[config.mk]
export PLATFORM = sky130hd
export DESIGN_NAME = bdrc_buck_dvs_ramp_control
export DESIGN_NICKNAME = d
export VERILOG_FILES = /design/src/bdrc_pkg.sv /design/src/bdrc_buck_dvs_ramp_control.sv
export SDC_FILE = /design/constraint.sdc
export NUM_CORES = 1
export LEC_CHECK = 0
export ABC_AREA = 1
export BUFFER_PORTS_ARGS = -buffer_cell sky130_fd_sc_hd__buf_4
export CORE_ASPECT_RATIO = 0.75
export CORE_UTILIZATION = 55
export CTS_BUF_LIST = sky130_fd_sc_hd__clkbuf_4
export CTS_CLUSTER_SIZE = 16
export DETAILED_ROUTE_END_ITERATION = 10
export HOLD_SLACK_MARGIN = 0.15
export PLACE_DENSITY = 0.77
export SLEW_MARGIN = 15
export SYNTH_ARGS = -nofsm -noshare
export SYNTH_HDL_FRONTEND = slang
export SYNTH_SLANG_ARGS = --single-unit
[constraint.sdc]
create_clock -name i_sys_clk -period 2.2 [get_ports i_sys_clk]
set_input_delay 0.44 -clock i_sys_clk [delete_from_list [all_inputs] [get_ports i_sys_clk]]
set_output_delay 0.44 -clock i_sys_clk [all_outputs]
set_load 0.05 [all_outputs]
[src/bdrc_pkg.sv]
// Package of constants and types for the step-down rail ramp control block
package bdrc_pkg;

    localparam int          BDRC_CLK_MHZ       = 100;
    localparam int          BDRC_STEP10_NS     = 3000;
    localparam int          BDRC_STEP25_NS     = 6000;
    localparam int          BDRC_SOFT_START_US = 200;
    localparam int          BDRC_STEP10_CYC    = (BDRC_STEP10_NS * BDRC_CLK_MHZ) / 1000;
    localparam int          BDRC_STEP25_CYC    = (BDRC_STEP25_NS * BDRC_CLK_MHZ) / 1000;
    localparam int          BDRC_SOFT_CYC      = BDRC_SOFT_START_US * BDRC_CLK_MHZ;
    localparam int          BDRC_TMR_W         = 16;
    localparam int          BDRC_CODE_W        = 7;
    localparam int          BDRC_LCODE_W       = 4;
    localparam int          BDRC_ADDR_W        = 8;
    localparam int          BDRC_DATA_W        = 8;
    localparam int          BDRC_RAILS         = 6;

    localparam logic [7:0]  BDRC_OFS_LDO_A     = 8'h9a;
    localparam logic [7:0]  BDRC_OFS_LDO_B     = 8'h9b;
    localparam logic [7:0]  BDRC_OFS_LDO_C     = 8'hae;

    localparam logic [6:0]  BDRC_CODE_OFF      = 7'h00;
    localparam logic [6:0]  BDRC_CODE_MIN      = 7'h01;
    localparam logic [6:0]  BDRC_CODE_HALF_V   = 7'h04;
    localparam logic [3:0]  BDRC_LDO1_UNUSED   = 4'hf;
    localparam logic [3:0]  BDRC_LDO_RST       = 4'h0;

    // LDO one output in millivolts per code
    localparam logic [11:0] BDRC_LDO1_MV [16] = '{
        12'd1350, 12'd1500, 12'd1600, 12'd1700, 12'd1800, 12'd1900, 12'd2000, 12'd2100,
        12'd2300, 12'd2400, 12'd2500, 12'd2600, 12'd2850, 12'd3000, 12'd3300, 12'd0};

    typedef enum logic [2:0] {
        BDRC_IDLE  = 3'b000,
        BDRC_STEP  = 3'b001,
        BDRC_SOFT  = 3'b011,
        BDRC_DECAY = 3'b010,
        BDRC_OFF   = 3'b110
    } bdrc_state_t;

    typedef enum logic [1:0] {
        BDRC_SW_IDLE = 2'b00,
        BDRC_SW_HIGH = 2'b01,
        BDRC_SW_LOW  = 2'b11
    } bdrc_sw_t;

endpackage : bdrc_pkg

[src/bdrc_buck_dvs_ramp_control.sv]
// Step-down rail voltage ramp, decay, soft start, pulse and LDO code control
`timescale 1ns/1ps

// Function
// - Six rails each scale voltage by a 7-bit code, 10mV or 25mV steps.
// - Code advances one step every 3us for 10mV, 6us for 25mV.
// - Force PWM while stepping the code unless decay enable is set; not during soft start.
// - Mask power good while a move is in progress.
// - Zero code without decay enable: step to minimum code, then stop switching.
// - From below 0.5V, soft start 200us to 0.5V, then ramp normally.
// - Decay stops both switches on downward moves only, no slew.
// - During decay, mask power good until output below new over-voltage level.
// - Upward code during decay waits until stepping code reaches output.
// - Comparator low starts high side; ends on min on-time and trip, or limit.
// - PWM mode allows negative inductor current for continuous conduction.
// - Host writes 4-bit LDO codes in bits 3:0 of three registers.
// - First LDO code decodes 1.35V to 3.3V; code 1111 unused.
// - Always-on first LDO stays enabled in emergency shutdown while supply valid.
module bdrc_buck_dvs_ramp_control
    import bdrc_pkg::*;
#(
    parameter int                          NUM_RAILS  = bdrc_pkg::BDRC_RAILS,
    parameter int                          SOFT_CYC   = bdrc_pkg::BDRC_SOFT_CYC
) (
    input  wire logic                             i_sys_clk,
    input  wire logic                             i_reset_n,
    input  wire logic [bdrc_pkg::BDRC_CODE_W-1:0] i_buck_voltage_code [NUM_RAILS],
    input  wire logic [NUM_RAILS-1:0]             i_code_write,
    input  wire logic [NUM_RAILS-1:0]             i_fine_step,
    input  wire logic [NUM_RAILS-1:0]             i_decay_enable,
    input  wire logic [NUM_RAILS-1:0]             i_out_below_half,
    input  wire logic [NUM_RAILS-1:0]             i_out_below_ov,
    input  wire logic [NUM_RAILS-1:0]             i_out_below_code,
    input  wire logic [NUM_RAILS-1:0]             i_error_cmp_low,
    input  wire logic [NUM_RAILS-1:0]             i_current_limit,
    input  wire logic [NUM_RAILS-1:0]             i_min_on_done,
    input  wire logic [NUM_RAILS-1:0]             i_power_good_raw,
    input  wire logic [NUM_RAILS-1:0]             i_rail_enable,
    input  wire logic [bdrc_pkg::BDRC_ADDR_W-1:0] i_reg_addr,
    input  wire logic [bdrc_pkg::BDRC_DATA_W-1:0] i_reg_wdata,
    input  wire logic                             i_reg_write,
    input  wire logic                             i_reg_read,
    input  wire logic                             i_ldo1_always_on,
    input  wire logic                             i_ldo1_enable,
    input  wire logic                             i_emergency_shutdown,
    input  wire logic                             i_supply_valid,
    output logic [bdrc_pkg::BDRC_CODE_W-1:0]      o_voltage_code [NUM_RAILS],
    output logic [NUM_RAILS-1:0]                  o_force_pwm,
    output logic [NUM_RAILS-1:0]                  o_allow_neg_current,
    output logic [NUM_RAILS-1:0]                  o_switching_off,
    output logic [NUM_RAILS-1:0]                  o_soft_start,
    output logic [NUM_RAILS-1:0]                  o_move_active,
    output logic [NUM_RAILS-1:0]                  o_power_good_flag,
    output logic [NUM_RAILS-1:0]                  o_high_side_on,
    output logic [NUM_RAILS-1:0]                  o_low_side_on,
    output logic [bdrc_pkg::BDRC_DATA_W-1:0]      o_reg_rdata,
    output logic [bdrc_pkg::BDRC_LCODE_W-1:0]     o_ldo_voltage_code [3],
    output logic [11:0]                           o_ldo1_mv,
    output logic                                  o_ldo1_on
);

    // ----------------------------------------
    // Pin input synchronisers
    // ----------------------------------------
    localparam int NS = 8;
    logic [NUM_RAILS-1:0] sync1_r [NS];
    logic [NUM_RAILS-1:0] sync2_r [NS];
    logic [NUM_RAILS-1:0] pin_raw [NS];
    logic [2:0]           esd_s1_r, esd_s2_r;

    assign pin_raw[0] = i_out_below_half;
    assign pin_raw[1] = i_out_below_ov;
    assign pin_raw[2] = i_out_below_code;
    assign pin_raw[3] = i_error_cmp_low;
    assign pin_raw[4] = i_current_limit;
    assign pin_raw[5] = i_min_on_done;
    assign pin_raw[6] = i_power_good_raw;
    assign pin_raw[7] = i_rail_enable;

    always_ff @(posedge i_sys_clk) begin
        if (!i_reset_n) begin
            for (int k = 0; k < NS; k++) begin
                sync1_r[k] <= '0;
                sync2_r[k] <= '0;
            end
            esd_s1_r <= '0;
            esd_s2_r <= '0;
        end else begin
            for (int k = 0; k < NS; k++) begin
                sync1_r[k] <= pin_raw[k];
                sync2_r[k] <= sync1_r[k];
            end
            esd_s1_r <= {i_emergency_shutdown, i_supply_valid, i_ldo1_enable};
            esd_s2_r <= esd_s1_r;
        end
    end

    // ----------------------------------------
    // LDO code registers
    // ----------------------------------------
    logic [BDRC_LCODE_W-1:0] ldo_r [3];
    logic [BDRC_LCODE_W-1:0] ldo_nxt [3];
    logic [BDRC_DATA_W-1:0]  rdata_r, rdata_nxt;

    always_comb begin
        ldo_nxt   = ldo_r;
        rdata_nxt = rdata_r;
        if (i_reg_write) begin
            if (i_reg_addr == BDRC_OFS_LDO_A) begin
                ldo_nxt[0] = i_reg_wdata[BDRC_LCODE_W-1:0];
            end else if (i_reg_addr == BDRC_OFS_LDO_B) begin
                ldo_nxt[1] = i_reg_wdata[BDRC_LCODE_W-1:0];
            end else if (i_reg_addr == BDRC_OFS_LDO_C) begin
                ldo_nxt[2] = i_reg_wdata[BDRC_LCODE_W-1:0];
            end
        end
        if (i_reg_read) begin
            if (i_reg_addr == BDRC_OFS_LDO_A) begin
                rdata_nxt = {4'h0, ldo_r[0]};
            end else if (i_reg_addr == BDRC_OFS_LDO_B) begin
                rdata_nxt = {4'h0, ldo_r[1]};
            end else if (i_reg_addr == BDRC_OFS_LDO_C) begin
                rdata_nxt = {4'h0, ldo_r[2]};
            end else begin
                rdata_nxt = 8'h00;
            end
        end
    end

    always_ff @(posedge i_sys_clk) begin
        if (!i_reset_n) begin
            for (int k = 0; k < 3; k++) begin
                ldo_r[k] <= BDRC_LDO_RST;
            end
            rdata_r <= '0;
        end else begin
            ldo_r   <= ldo_nxt;
            rdata_r <= rdata_nxt;
        end
    end

    assign o_reg_rdata        = rdata_r;
    assign o_ldo_voltage_code = ldo_r;

    // First LDO decode and always-on behaviour
    logic        ldo1_on_r, ldo1_on_nxt;
    logic [11:0] ldo1_mv_r, ldo1_mv_nxt;

    always_comb begin
        ldo1_mv_nxt = BDRC_LDO1_MV[ldo_r[0]];
        if (ldo_r[0] == BDRC_LDO1_UNUSED) begin
            ldo1_mv_nxt = ldo1_mv_r;
        end
        ldo1_on_nxt = esd_s2_r[0] && !esd_s2_r[2];
        if (i_ldo1_always_on && esd_s2_r[1]) begin
            ldo1_on_nxt = 1'b1;
        end
    end

    always_ff @(posedge i_sys_clk) begin
        if (!i_reset_n) begin
            ldo1_on_r <= 1'b0;
            ldo1_mv_r <= '0;
        end else begin
            ldo1_on_r <= ldo1_on_nxt;
            ldo1_mv_r <= ldo1_mv_nxt;
        end
    end

    assign o_ldo1_mv = ldo1_mv_r;
    assign o_ldo1_on = ldo1_on_r;

    // ----------------------------------------
    // Per-rail stepper and pulse control
    // ----------------------------------------
    genvar g;
    generate
        for (g = 0; g < NUM_RAILS; g++) begin : g_rail
            bdrc_state_t             st_r, st_nxt;
            bdrc_sw_t                sw_r, sw_nxt;
            logic [BDRC_CODE_W-1:0]  code_r, code_nxt;
            logic [BDRC_CODE_W-1:0]  tgt_r, tgt_nxt;
            logic [BDRC_TMR_W-1:0]   tmr_r, tmr_nxt;
            logic [BDRC_TMR_W-1:0]   intv;
            logic [BDRC_CODE_W-1:0]  wcode;
            logic                    pg_r, pg_nxt;

            assign wcode = i_buck_voltage_code[g];
            assign intv = i_fine_step[g] ? BDRC_TMR_W'(BDRC_STEP10_CYC - 1)
                                         : BDRC_TMR_W'(BDRC_STEP25_CYC - 1);

            always_comb begin
                st_nxt  = st_r;
                code_nxt = code_r;
                tgt_nxt = tgt_r;
                tmr_nxt = (tmr_r != '0) ? tmr_r - 1'b1 : '0;
                case (st_r)
                    BDRC_IDLE, BDRC_OFF: begin
                    end
                    BDRC_SOFT: begin
                        if (tmr_r == '0) begin
                            code_nxt = BDRC_CODE_HALF_V;
                            st_nxt   = BDRC_STEP;
                            tmr_nxt  = intv;
                        end
                    end
                    BDRC_DECAY: begin
                        if (tgt_r > code_r) begin
                            // Wait until the ramp meets the decaying output
                            if (tmr_r == '0) begin
                                tmr_nxt = intv;
                                if (sync2_r[2][g]) begin
                                    st_nxt = BDRC_STEP;
                                end else begin
                                    code_nxt = code_r + 1'b1;
                                end
                            end
                        end else if (sync2_r[1][g]) begin
                            st_nxt = BDRC_IDLE;
                        end
                    end
                    default: begin
                        if (tmr_r == '0) begin
                            tmr_nxt = intv;
                            if (code_r < tgt_r) begin
                                code_nxt = code_r + 1'b1;
                            end else if (code_r > tgt_r) begin
                                code_nxt = code_r - 1'b1;
                            end
                            if (code_nxt == tgt_r) begin
                                st_nxt = (tgt_r == BDRC_CODE_MIN && wcode == BDRC_CODE_OFF)
                                         ? BDRC_OFF : BDRC_IDLE;
                            end
                        end
                    end
                endcase
                if (i_code_write[g]) begin
                    // Zero code targets the minimum code first
                    tgt_nxt = (wcode == BDRC_CODE_OFF) ? BDRC_CODE_MIN : wcode;
                    tmr_nxt = intv;
                    if (wcode != BDRC_CODE_OFF && wcode != BDRC_CODE_MIN
                        && sync2_r[0][g] && st_r != BDRC_DECAY) begin
                        st_nxt  = BDRC_SOFT;
                        tmr_nxt = BDRC_TMR_W'(SOFT_CYC - 1);
                    end else if (i_decay_enable[g] && tgt_nxt < code_r) begin
                        st_nxt   = BDRC_DECAY;
                        code_nxt = tgt_nxt;
                    end else if (st_r == BDRC_DECAY && tgt_nxt > code_r) begin
                        st_nxt = BDRC_DECAY;
                    end else if (tgt_nxt != code_r) begin
                        st_nxt = BDRC_STEP;
                    end else begin
                        st_nxt = (wcode == BDRC_CODE_OFF) ? BDRC_OFF : BDRC_IDLE;
                    end
                end
            end

            // Hysteretic pulse decision
            always_comb begin
                sw_nxt = sw_r;
                case (sw_r)
                    BDRC_SW_IDLE: begin
                        if (sync2_r[3][g]) begin
                            sw_nxt = BDRC_SW_HIGH;
                        end
                    end
                    BDRC_SW_HIGH: begin
                        if ((sync2_r[5][g] && !sync2_r[3][g]) || sync2_r[4][g]) begin
                            sw_nxt = BDRC_SW_LOW;
                        end
                    end
                    default: begin
                        if (sync2_r[3][g]) begin
                            sw_nxt = BDRC_SW_HIGH;
                        end
                    end
                endcase
                if (st_r == BDRC_DECAY || st_r == BDRC_OFF || st_r == BDRC_SOFT
                    || !sync2_r[7][g]) begin
                    sw_nxt = BDRC_SW_IDLE;
                end
                pg_nxt = sync2_r[6][g] && (st_nxt == BDRC_IDLE);
            end

            always_ff @(posedge i_sys_clk) begin
                if (!i_reset_n) begin
                    st_r   <= BDRC_OFF;
                    sw_r   <= BDRC_SW_IDLE;
                    code_r <= BDRC_CODE_OFF;
                    tgt_r  <= BDRC_CODE_OFF;
                    tmr_r  <= '0;
                    pg_r   <= 1'b0;
                end else begin
                    st_r   <= st_nxt;
                    sw_r   <= sw_nxt;
                    code_r <= code_nxt;
                    tgt_r  <= tgt_nxt;
                    tmr_r  <= tmr_nxt;
                    pg_r   <= pg_nxt;
                end
            end

            assign o_voltage_code[g]      = code_r;
            assign o_move_active[g]       = (st_r != BDRC_IDLE) && (st_r != BDRC_OFF);
            assign o_force_pwm[g]         = (st_r == BDRC_STEP) && !i_decay_enable[g];
            assign o_allow_neg_current[g] = o_force_pwm[g];
            assign o_switching_off[g]     = (st_r == BDRC_DECAY) || (st_r == BDRC_OFF);
            assign o_soft_start[g]        = (st_r == BDRC_SOFT);
            assign o_power_good_flag[g]   = pg_r;
            assign o_high_side_on[g]      = (sw_r == BDRC_SW_HIGH);
            assign o_low_side_on[g]       = (sw_r == BDRC_SW_LOW);
        end
    endgenerate

endmodule : bdrc_buck_dvs_ramp_control

==> metrics.txt, run 1 <==
# TYPE chip_impl_metric gauge
chip_impl_info{name="outcome",value="aborted with a tool error"} 1
chip_impl_info{name="stop_stage",value="5_1_grt"} 1
chip_impl_info{name="error",value="[ERROR GRT-0232] Routing congestion too high. Check the congestion heatmap in the GUI."} 1
chip_impl_info{name="worstEndpointType",value="sequential cell input"} 1
chip_impl_metric{name="netlist-cell-type-count",unit=""} 60
chip_impl_metric{name="numCtsBuffers",unit=""} 87
chip_impl_metric{name="final_replace_weighted_congestion",unit=""} 1.05
chip_impl_info{name="synthTopCellsByArea",value="dfxtp_1 (32%), nand2_1 (14%), inv_1 (9.0%), ha_1 (6.2%), nand3_1 (5.4%)"} 1
chip_impl_metric{name="clkSinkCount",unit=""} 346
chip_impl_metric{name="dieHeight",unit="um"} 175
chip_impl_metric{name="global_route.overflow_total",unit=""} 7
chip_impl_metric{name="die_outline_width",unit="um"} 233
chip_impl_info{name="end_pin_of_the_worst_setup_path_after_global_route_repair",value="g_rail[5].pg_r$_SDFF_PN0_/D"} 1
chip_impl_metric{name="yosys_warnings",unit=""} 0
chip_impl_metric{name="top_level_ports",unit=""} 255
chip_impl_metric{name="avgSynthCellArea",unit="um^2"} 6.47
chip_impl_metric{name="port_buffers",unit=""} 245
chip_impl_metric{name="rows",unit=""} 62
chip_impl_metric{name="netlist_area",unit="um^2"} 22000
chip_impl_metric{name="synth-seq-cells",unit=""} 346
chip_impl_metric{name="dpl.cell_count",unit=""} 4556
chip_impl_metric{name="starting_density",unit=""} 0.566
chip_impl_info{name="cts-root-buf",value="clkbuf_4"} 1
chip_impl_metric{name="pre_cts_slack",unit="ps"} -622
chip_impl_metric{name="gr-usage-all-layers",unit=""} 0.724
chip_impl_metric{name="synth_largest_type_area_fraction",unit=""} 0.315
chip_impl_metric{name="cts.htree.levels",unit=""} 3
chip_impl_metric{name="syn-instance-count",unit=""} 3396
chip_impl_metric{name="async_reset_ff_frac",unit=""} 0
chip_impl_metric{name="dpl.hpwl",unit="mm"} 60.7
chip_impl_metric{name="clock_path_buffers",unit=""} 3
chip_impl_metric{name="grt_max_degree",unit=""} 77
chip_impl_metric{name="grt_antenna_before_repair",unit=""} 17
chip_impl_info{name="synth.largest_area_cell",value="dfxtp_1"} 1
chip_impl_metric{name="synth_edf_count",unit=""} 0
chip_impl_info{name="postSynth.topFlopCell",value="dfxtp_1"} 1
chip_impl_metric{name="synth-seq-area-share",unit=""} 0.315
## cell usage after synthesis, drive strengths merged (8+ instances only)
master	n
buf	37
a211oi	14
dfxtp	346
a41oi	12
ha	108
nor3	79
nand4	37
xor2	57
inv	543
nand2	860
nor4	27
a21oi	235
or2	9
o31ai	8
o211ai	37
a31oi	28
clkbuf	78
nor2	330
o22ai	10
o21ai	220
xnor2	22
o221ai	9
nand3	245
## logic make-up after synthesis
group,share of synthesized area
xor+xnor,0.0315
fa+ha+maj,0.0615
flops,0.315
buf+inv,0.119
compound gates,0.154
other cells,0.000171
simple gates,0.318
## layer usage
layer,track usage,GRT overflow
met3,0.594,1
met5,0.239,0
met2,0.899,3
met1,0.716,0
met4,0.687,3
## through the flow
step	hold WS [ps]	cell area, um^2
2_1_floorplan	390	22500
3_3_place_gp	392	28300
3_5_place_dp	395	28300
4_1_cts	167	33400
## timing repair
item,CTS
pin swaps,186
gates resized for setup,481
hold buffers,135
gates cloned,4
buffers inserted,131
endpoints found under the hold margin,250
setup endpoints to repair,110
==> run 2, diff against run 1 <==
--- a/config.mk
+++ b/config.mk
@@ -7,13 +7,9 @@
 export LEC_CHECK = 0
 export ABC_AREA = 1
 export BUFFER_PORTS_ARGS = -buffer_cell sky130_fd_sc_hd__buf_4
-export CORE_ASPECT_RATIO = 0.75
-export CORE_UTILIZATION = 55
-export CTS_BUF_LIST = sky130_fd_sc_hd__clkbuf_4
-export CTS_CLUSTER_SIZE = 16
+export CORE_UTILIZATION = 40
 export DETAILED_ROUTE_END_ITERATION = 10
-export HOLD_SLACK_MARGIN = 0.15
-export PLACE_DENSITY = 0.77
+export PLACE_DENSITY_LB_ADDON = 0.15
 export SLEW_MARGIN = 15
 export SYNTH_ARGS = -nofsm -noshare
 export SYNTH_HDL_FRONTEND = slang
==> constraint.sdc (replaced) <==
create_clock -name i_sys_clk -period 2.9 [get_ports i_sys_clk]
set_input_delay 0.58 -clock i_sys_clk [delete_from_list [all_inputs] [get_ports i_sys_clk]]
set_output_delay 0.58 -clock i_sys_clk [all_outputs]
set_load 0.05 [all_outputs]
==> metrics.txt, run 2 <==
# TYPE chip_impl_metric gauge
chip_impl_info{name="outcome",value="completed"} 1
chip_impl_metric{name="peak_supply_drop",unit="uV"} 471
chip_impl_metric{name="ant_nets",unit=""} 0
chip_impl_metric{name="syn-instance-count",unit=""} 3396
chip_impl_metric{name="max_slew.worst_pin.slew",unit="ps"} 781
chip_impl_info{name="synthTopCellsByArea",value="dfxtp_1 (32%), nand2_1 (14%), inv_1 (9.0%), ha_1 (6.2%), nand3_1 (5.4%)"} 1
chip_impl_info{name="netlist_top_cells_count",value="nand2_1 (836), inv_1 (529), dfxtp_1 (346), nor2_1 (292), nand3_1 (237)"} 1
chip_impl_metric{name="fmaxAchievable",unit="MHz"} 367
chip_impl_info{name="critical-path-slowest-cell",value="dfxtp_1"} 1
chip_impl_metric{name="final_layout_size_suffix_gt1_frac",unit=""} 0.159
chip_impl_info{name="cts-root-buf",value="clkbuf_16"} 1
chip_impl_metric{name="report.final.slew_viol_count",unit=""} 0
chip_impl_metric{name="clock_path_buffers",unit=""} 3
chip_impl_metric{name="drt-pass1-iter-count",unit=""} 6
chip_impl_metric{name="finalWirelength",unit="mm"} 68.5
chip_impl_metric{name="fin_hold_ws",unit="ps"} 191
chip_impl_metric{name="final_number_of_setup_violating_endpoints",unit=""} 0
chip_impl_info{name="layout.cells.most_common_list",value="nand2_1 (832), inv_1 (524), buf_4 (387)"} 1
chip_impl_metric{name="cts.htree.levels",unit=""} 2
chip_impl_info{name="worst_setup_path_end_kind",value="register"} 1
chip_impl_metric{name="grt.met3_usage",unit=""} 0.0424
chip_impl_metric{name="global_route.overflow_total",unit=""} 0
chip_impl_metric{name="portion_of_the_clock_cycle_consumed_by_the_worst_path_in_the_final_layout",unit=""} 0.939
chip_impl_metric{name="worst-endpoint-required",unit="ps"} 3360
chip_impl_metric{name="routedWlPerCell",unit="um"} 15.4
chip_impl_info{name="hold_class",value="in2reg"} 1
chip_impl_metric{name="clock_insertion_delay_worst_skew",unit="ps"} 570
chip_impl_metric{name="dieHeight",unit="um"} 236
chip_impl_metric{name="power_frac_comb",unit=""} 0.393
chip_impl_metric{name="power_density",unit="nW/um^2"} 675
chip_impl_metric{name="drv.max_cap_violation_count",unit=""} 0
chip_impl_metric{name="drt-initial-drc-count",unit=""} 1553
chip_impl_info{name="timing.critical_path.from_type",value="register"} 1
chip_impl_metric{name="diodes_inserted",unit=""} 0
chip_impl_metric{name="grt_antenna_before_repair",unit=""} 0
chip_impl_metric{name="critical_path.n_buffers_inverters",unit=""} 1
chip_impl_info{name="yosysMostFrequentCell",value="nand2_1"} 1
chip_impl_metric{name="die_area",unit="um^2"} 55900
chip_impl_metric{name="rows",unit=""} 85
chip_impl_metric{name="totalNegativeSetupSlack",unit="ps"} 0
chip_impl_metric{name="routed-via-count",unit=""} 22545
chip_impl_metric{name="final_replace_weighted_congestion",unit=""} 0.921
chip_impl_metric{name="finalClockSkew",unit="ps"} 11.7
chip_impl_metric{name="power.switching_fraction",unit=""} 0.394
chip_impl_metric{name="report.final.hold_viol_count",unit=""} 0
chip_impl_metric{name="drt-vias-per-instance",unit=""} 5.07
chip_impl_metric{name="final_area",unit="um^2"} 26900
chip_impl_metric{name="numCtsBuffers",unit=""} 42
chip_impl_metric{name="avgSynthCellArea",unit="um^2"} 6.47
chip_impl_metric{name="cellInternalPower",unit="mW"} 11.0
chip_impl_metric{name="finalNetCount",unit=""} 3962
chip_impl_metric{name="highest_fanout_seen_on_the_critical_path",unit=""} 13
chip_impl_metric{name="final_util",unit=""} 0.498
chip_impl_metric{name="async_reset_ff_frac",unit=""} 0
chip_impl_metric{name="grt_max_degree",unit=""} 59
chip_impl_metric{name="number_of_global_route_vias_before_repair",unit=""} 21215
chip_impl_metric{name="core_area",unit="um^2"} 54000
chip_impl_info{name="cp_class",value="reg2reg"} 1
chip_impl_metric{name="p_leak",unit="nW"} 13.5
chip_impl_metric{name="remaining_drc_errors",unit=""} 0
chip_impl_metric{name="grt_use_met1",unit=""} 0.313
chip_impl_metric{name="synth-seq-cells",unit=""} 346
chip_impl_info{name="grt_busiest_layer",value="met2"} 1
chip_impl_metric{name="synth_largest_type_area_fraction",unit=""} 0.315
chip_impl_metric{name="worst_ep_arrival_time",unit="ps"} 3180
chip_impl_metric{name="grt_pass1_wl",unit="mm"} 110
chip_impl_metric{name="gr-usage-all-layers",unit=""} 0.241
chip_impl_info{name="timing.critical_path.mode_cell",value="nand2_1"} 1
chip_impl_metric{name="placedInstanceArea",unit="um^2"} 25200
chip_impl_info{name="postSynth.topFlopCell",value="dfxtp_1"} 1
chip_impl_metric{name="port_buffers",unit=""} 245
chip_impl_metric{name="die_outline_width",unit="um"} 236
chip_impl_info{name="cts_tree",value="built"} 1
chip_impl_metric{name="netlist-cell-type-count",unit=""} 60
chip_impl_metric{name="period_minus_slack",unit="ps"} 2720
chip_impl_metric{name="yosys_warnings",unit=""} 0
chip_impl_metric{name="use_met2",unit=""} 0.395
chip_impl_metric{name="clkTransAtPathRegs",unit="ps"} 70
chip_impl_info{name="synth.largest_area_cell",value="dfxtp_1"} 1
chip_impl_info{name="register_ranked_first_by_flip_flop_count",value="g_rail.tmr_r"} 1
chip_impl_metric{name="dpl.hpwl",unit="mm"} 52.7
chip_impl_metric{name="total_switching_power",unit="mW"} 7.17
chip_impl_metric{name="top_level_ports",unit=""} 255
chip_impl_metric{name="synth-seq-area-share",unit=""} 0.315
chip_impl_info{name="final_common_cell",value="nand2_1"} 1
chip_impl_metric{name="starting_density",unit=""} 0.407
chip_impl_metric{name="timing.critical_path.slowest_cell_delay",unit="ps"} 350
chip_impl_metric{name="synth_edf_count",unit=""} 0
chip_impl_info{name="crit_family",value="simple AND/OR/NAND/NOR gates"} 1
chip_impl_metric{name="clock_group_share_of_total_power",unit=""} 0.309
chip_impl_metric{name="clkSinkCount",unit=""} 346
chip_impl_info{name="path_cells",value="inv_1 -> ha_1 -> nand2_1 -> nand2_1 -> a21oi_4 -> nand2_8 -> nand2_2 -> nand2_1 -> nand2_1 -> nand3_1 -> nor2_1 -> nand2_1 -> nor2_2 -> nand3_1 -> nand2_1 -> nand2_1 -> nand2_1 -> nand2_1 -> nand2_1 -> nor2_2"} 1
chip_impl_info{name="reg.largest.list",value="g_rail.tmr_r x96, sync1_r x48, sync2_r x48"} 1
chip_impl_metric{name="netlist_area",unit="um^2"} 22000
chip_impl_metric{name="share_seq_of_total_power",unit=""} 0.298
chip_impl_metric{name="largest_reg_flops",unit=""} 96
chip_impl_metric{name="area_growth_syn_to_layout",unit="%"} 22.5
chip_impl_metric{name="slew_headroom",unit=""} 0.475
==> run 2: final timing paths <==
path	cells past startpoint	startpoint	endpoint	slack [ps]
max reg2reg	20	g_rail[4].tgt_r[4]	g_rail[4].pg_r	180
max	20	g_rail[4].tgt_r[4]	g_rail[4].pg_r	180
min reg2reg	2	sync1_r[1][19]	sync2_r[0][43]	410
min	3	i_min_on_done[5]	sync1_r[1][11]	190
==> run 2: repair_timing <==
item	in CTS	in global routing
hold buffers	0	0
resized for setup	0	35
setup buffers	0	12
setup endpoints to repair	0	13
==> run 2: layout make-up <==
class                   count  area (um^2)
flip-flops and latches    346         6930
fillers                  5612        27100
inverters                 547         2060
repair buffers            392         2990
clock buffers              51         1140
multi-input cells        2393        12600
clock inverters            23          323
well taps                 696          871
==> run 2: power by group through the flow <==
stage	registers [mW]	clock network [mW]	logic (mW)
2_1_floorplan	5.86	0	4.49
3_3_place_gp	5.52	0	6.79
3_5_place_dp	5.52	0	6.80
4_1_cts	5.42	5.77	6.84
5_1_grt	5.47	5.96	8.00
6_report	5.42	5.62	7.14
==> run 2: cell families after synthesis <==
logic type               synth area share
adder cells (fa/ha/maj)            0.0615
other                            0.000171
buffers and inverters               0.119
flip-flops                          0.315
XOR/XNOR                           0.0315
AND/OR/NAND/NOR                     0.318
AO/OA/AOI/OAI                       0.154
==> run 2: per-layer routing <==
layer / routed length [um] / vias to the layer above
li1: - / 11643
met1: 31000 / 10035
met2: 30700 / 700
met3: 4330 / 167
met4: 2420 / 0
met5: 0 / -
==> run 2: tightest hold or removal path, delay by kind of cell <==
kind,cells,cell delay (ps)
buf+inv,2,110
simple gates,1,40
==> run 2: through the flow <==
stage	power, mW	setup WS, ps	instances
6_report	18.2	178	4448
5_1_grt	19.4	-10.2	4448
4_1_cts	18.0	125	4435
3_5_place_dp	12.3	-105	4361
3_3_place_gp	12.3	-31.9	4361
2_1_floorplan	10.4	107	3400
No activity file was read; power rests on OpenSTA's default activity.
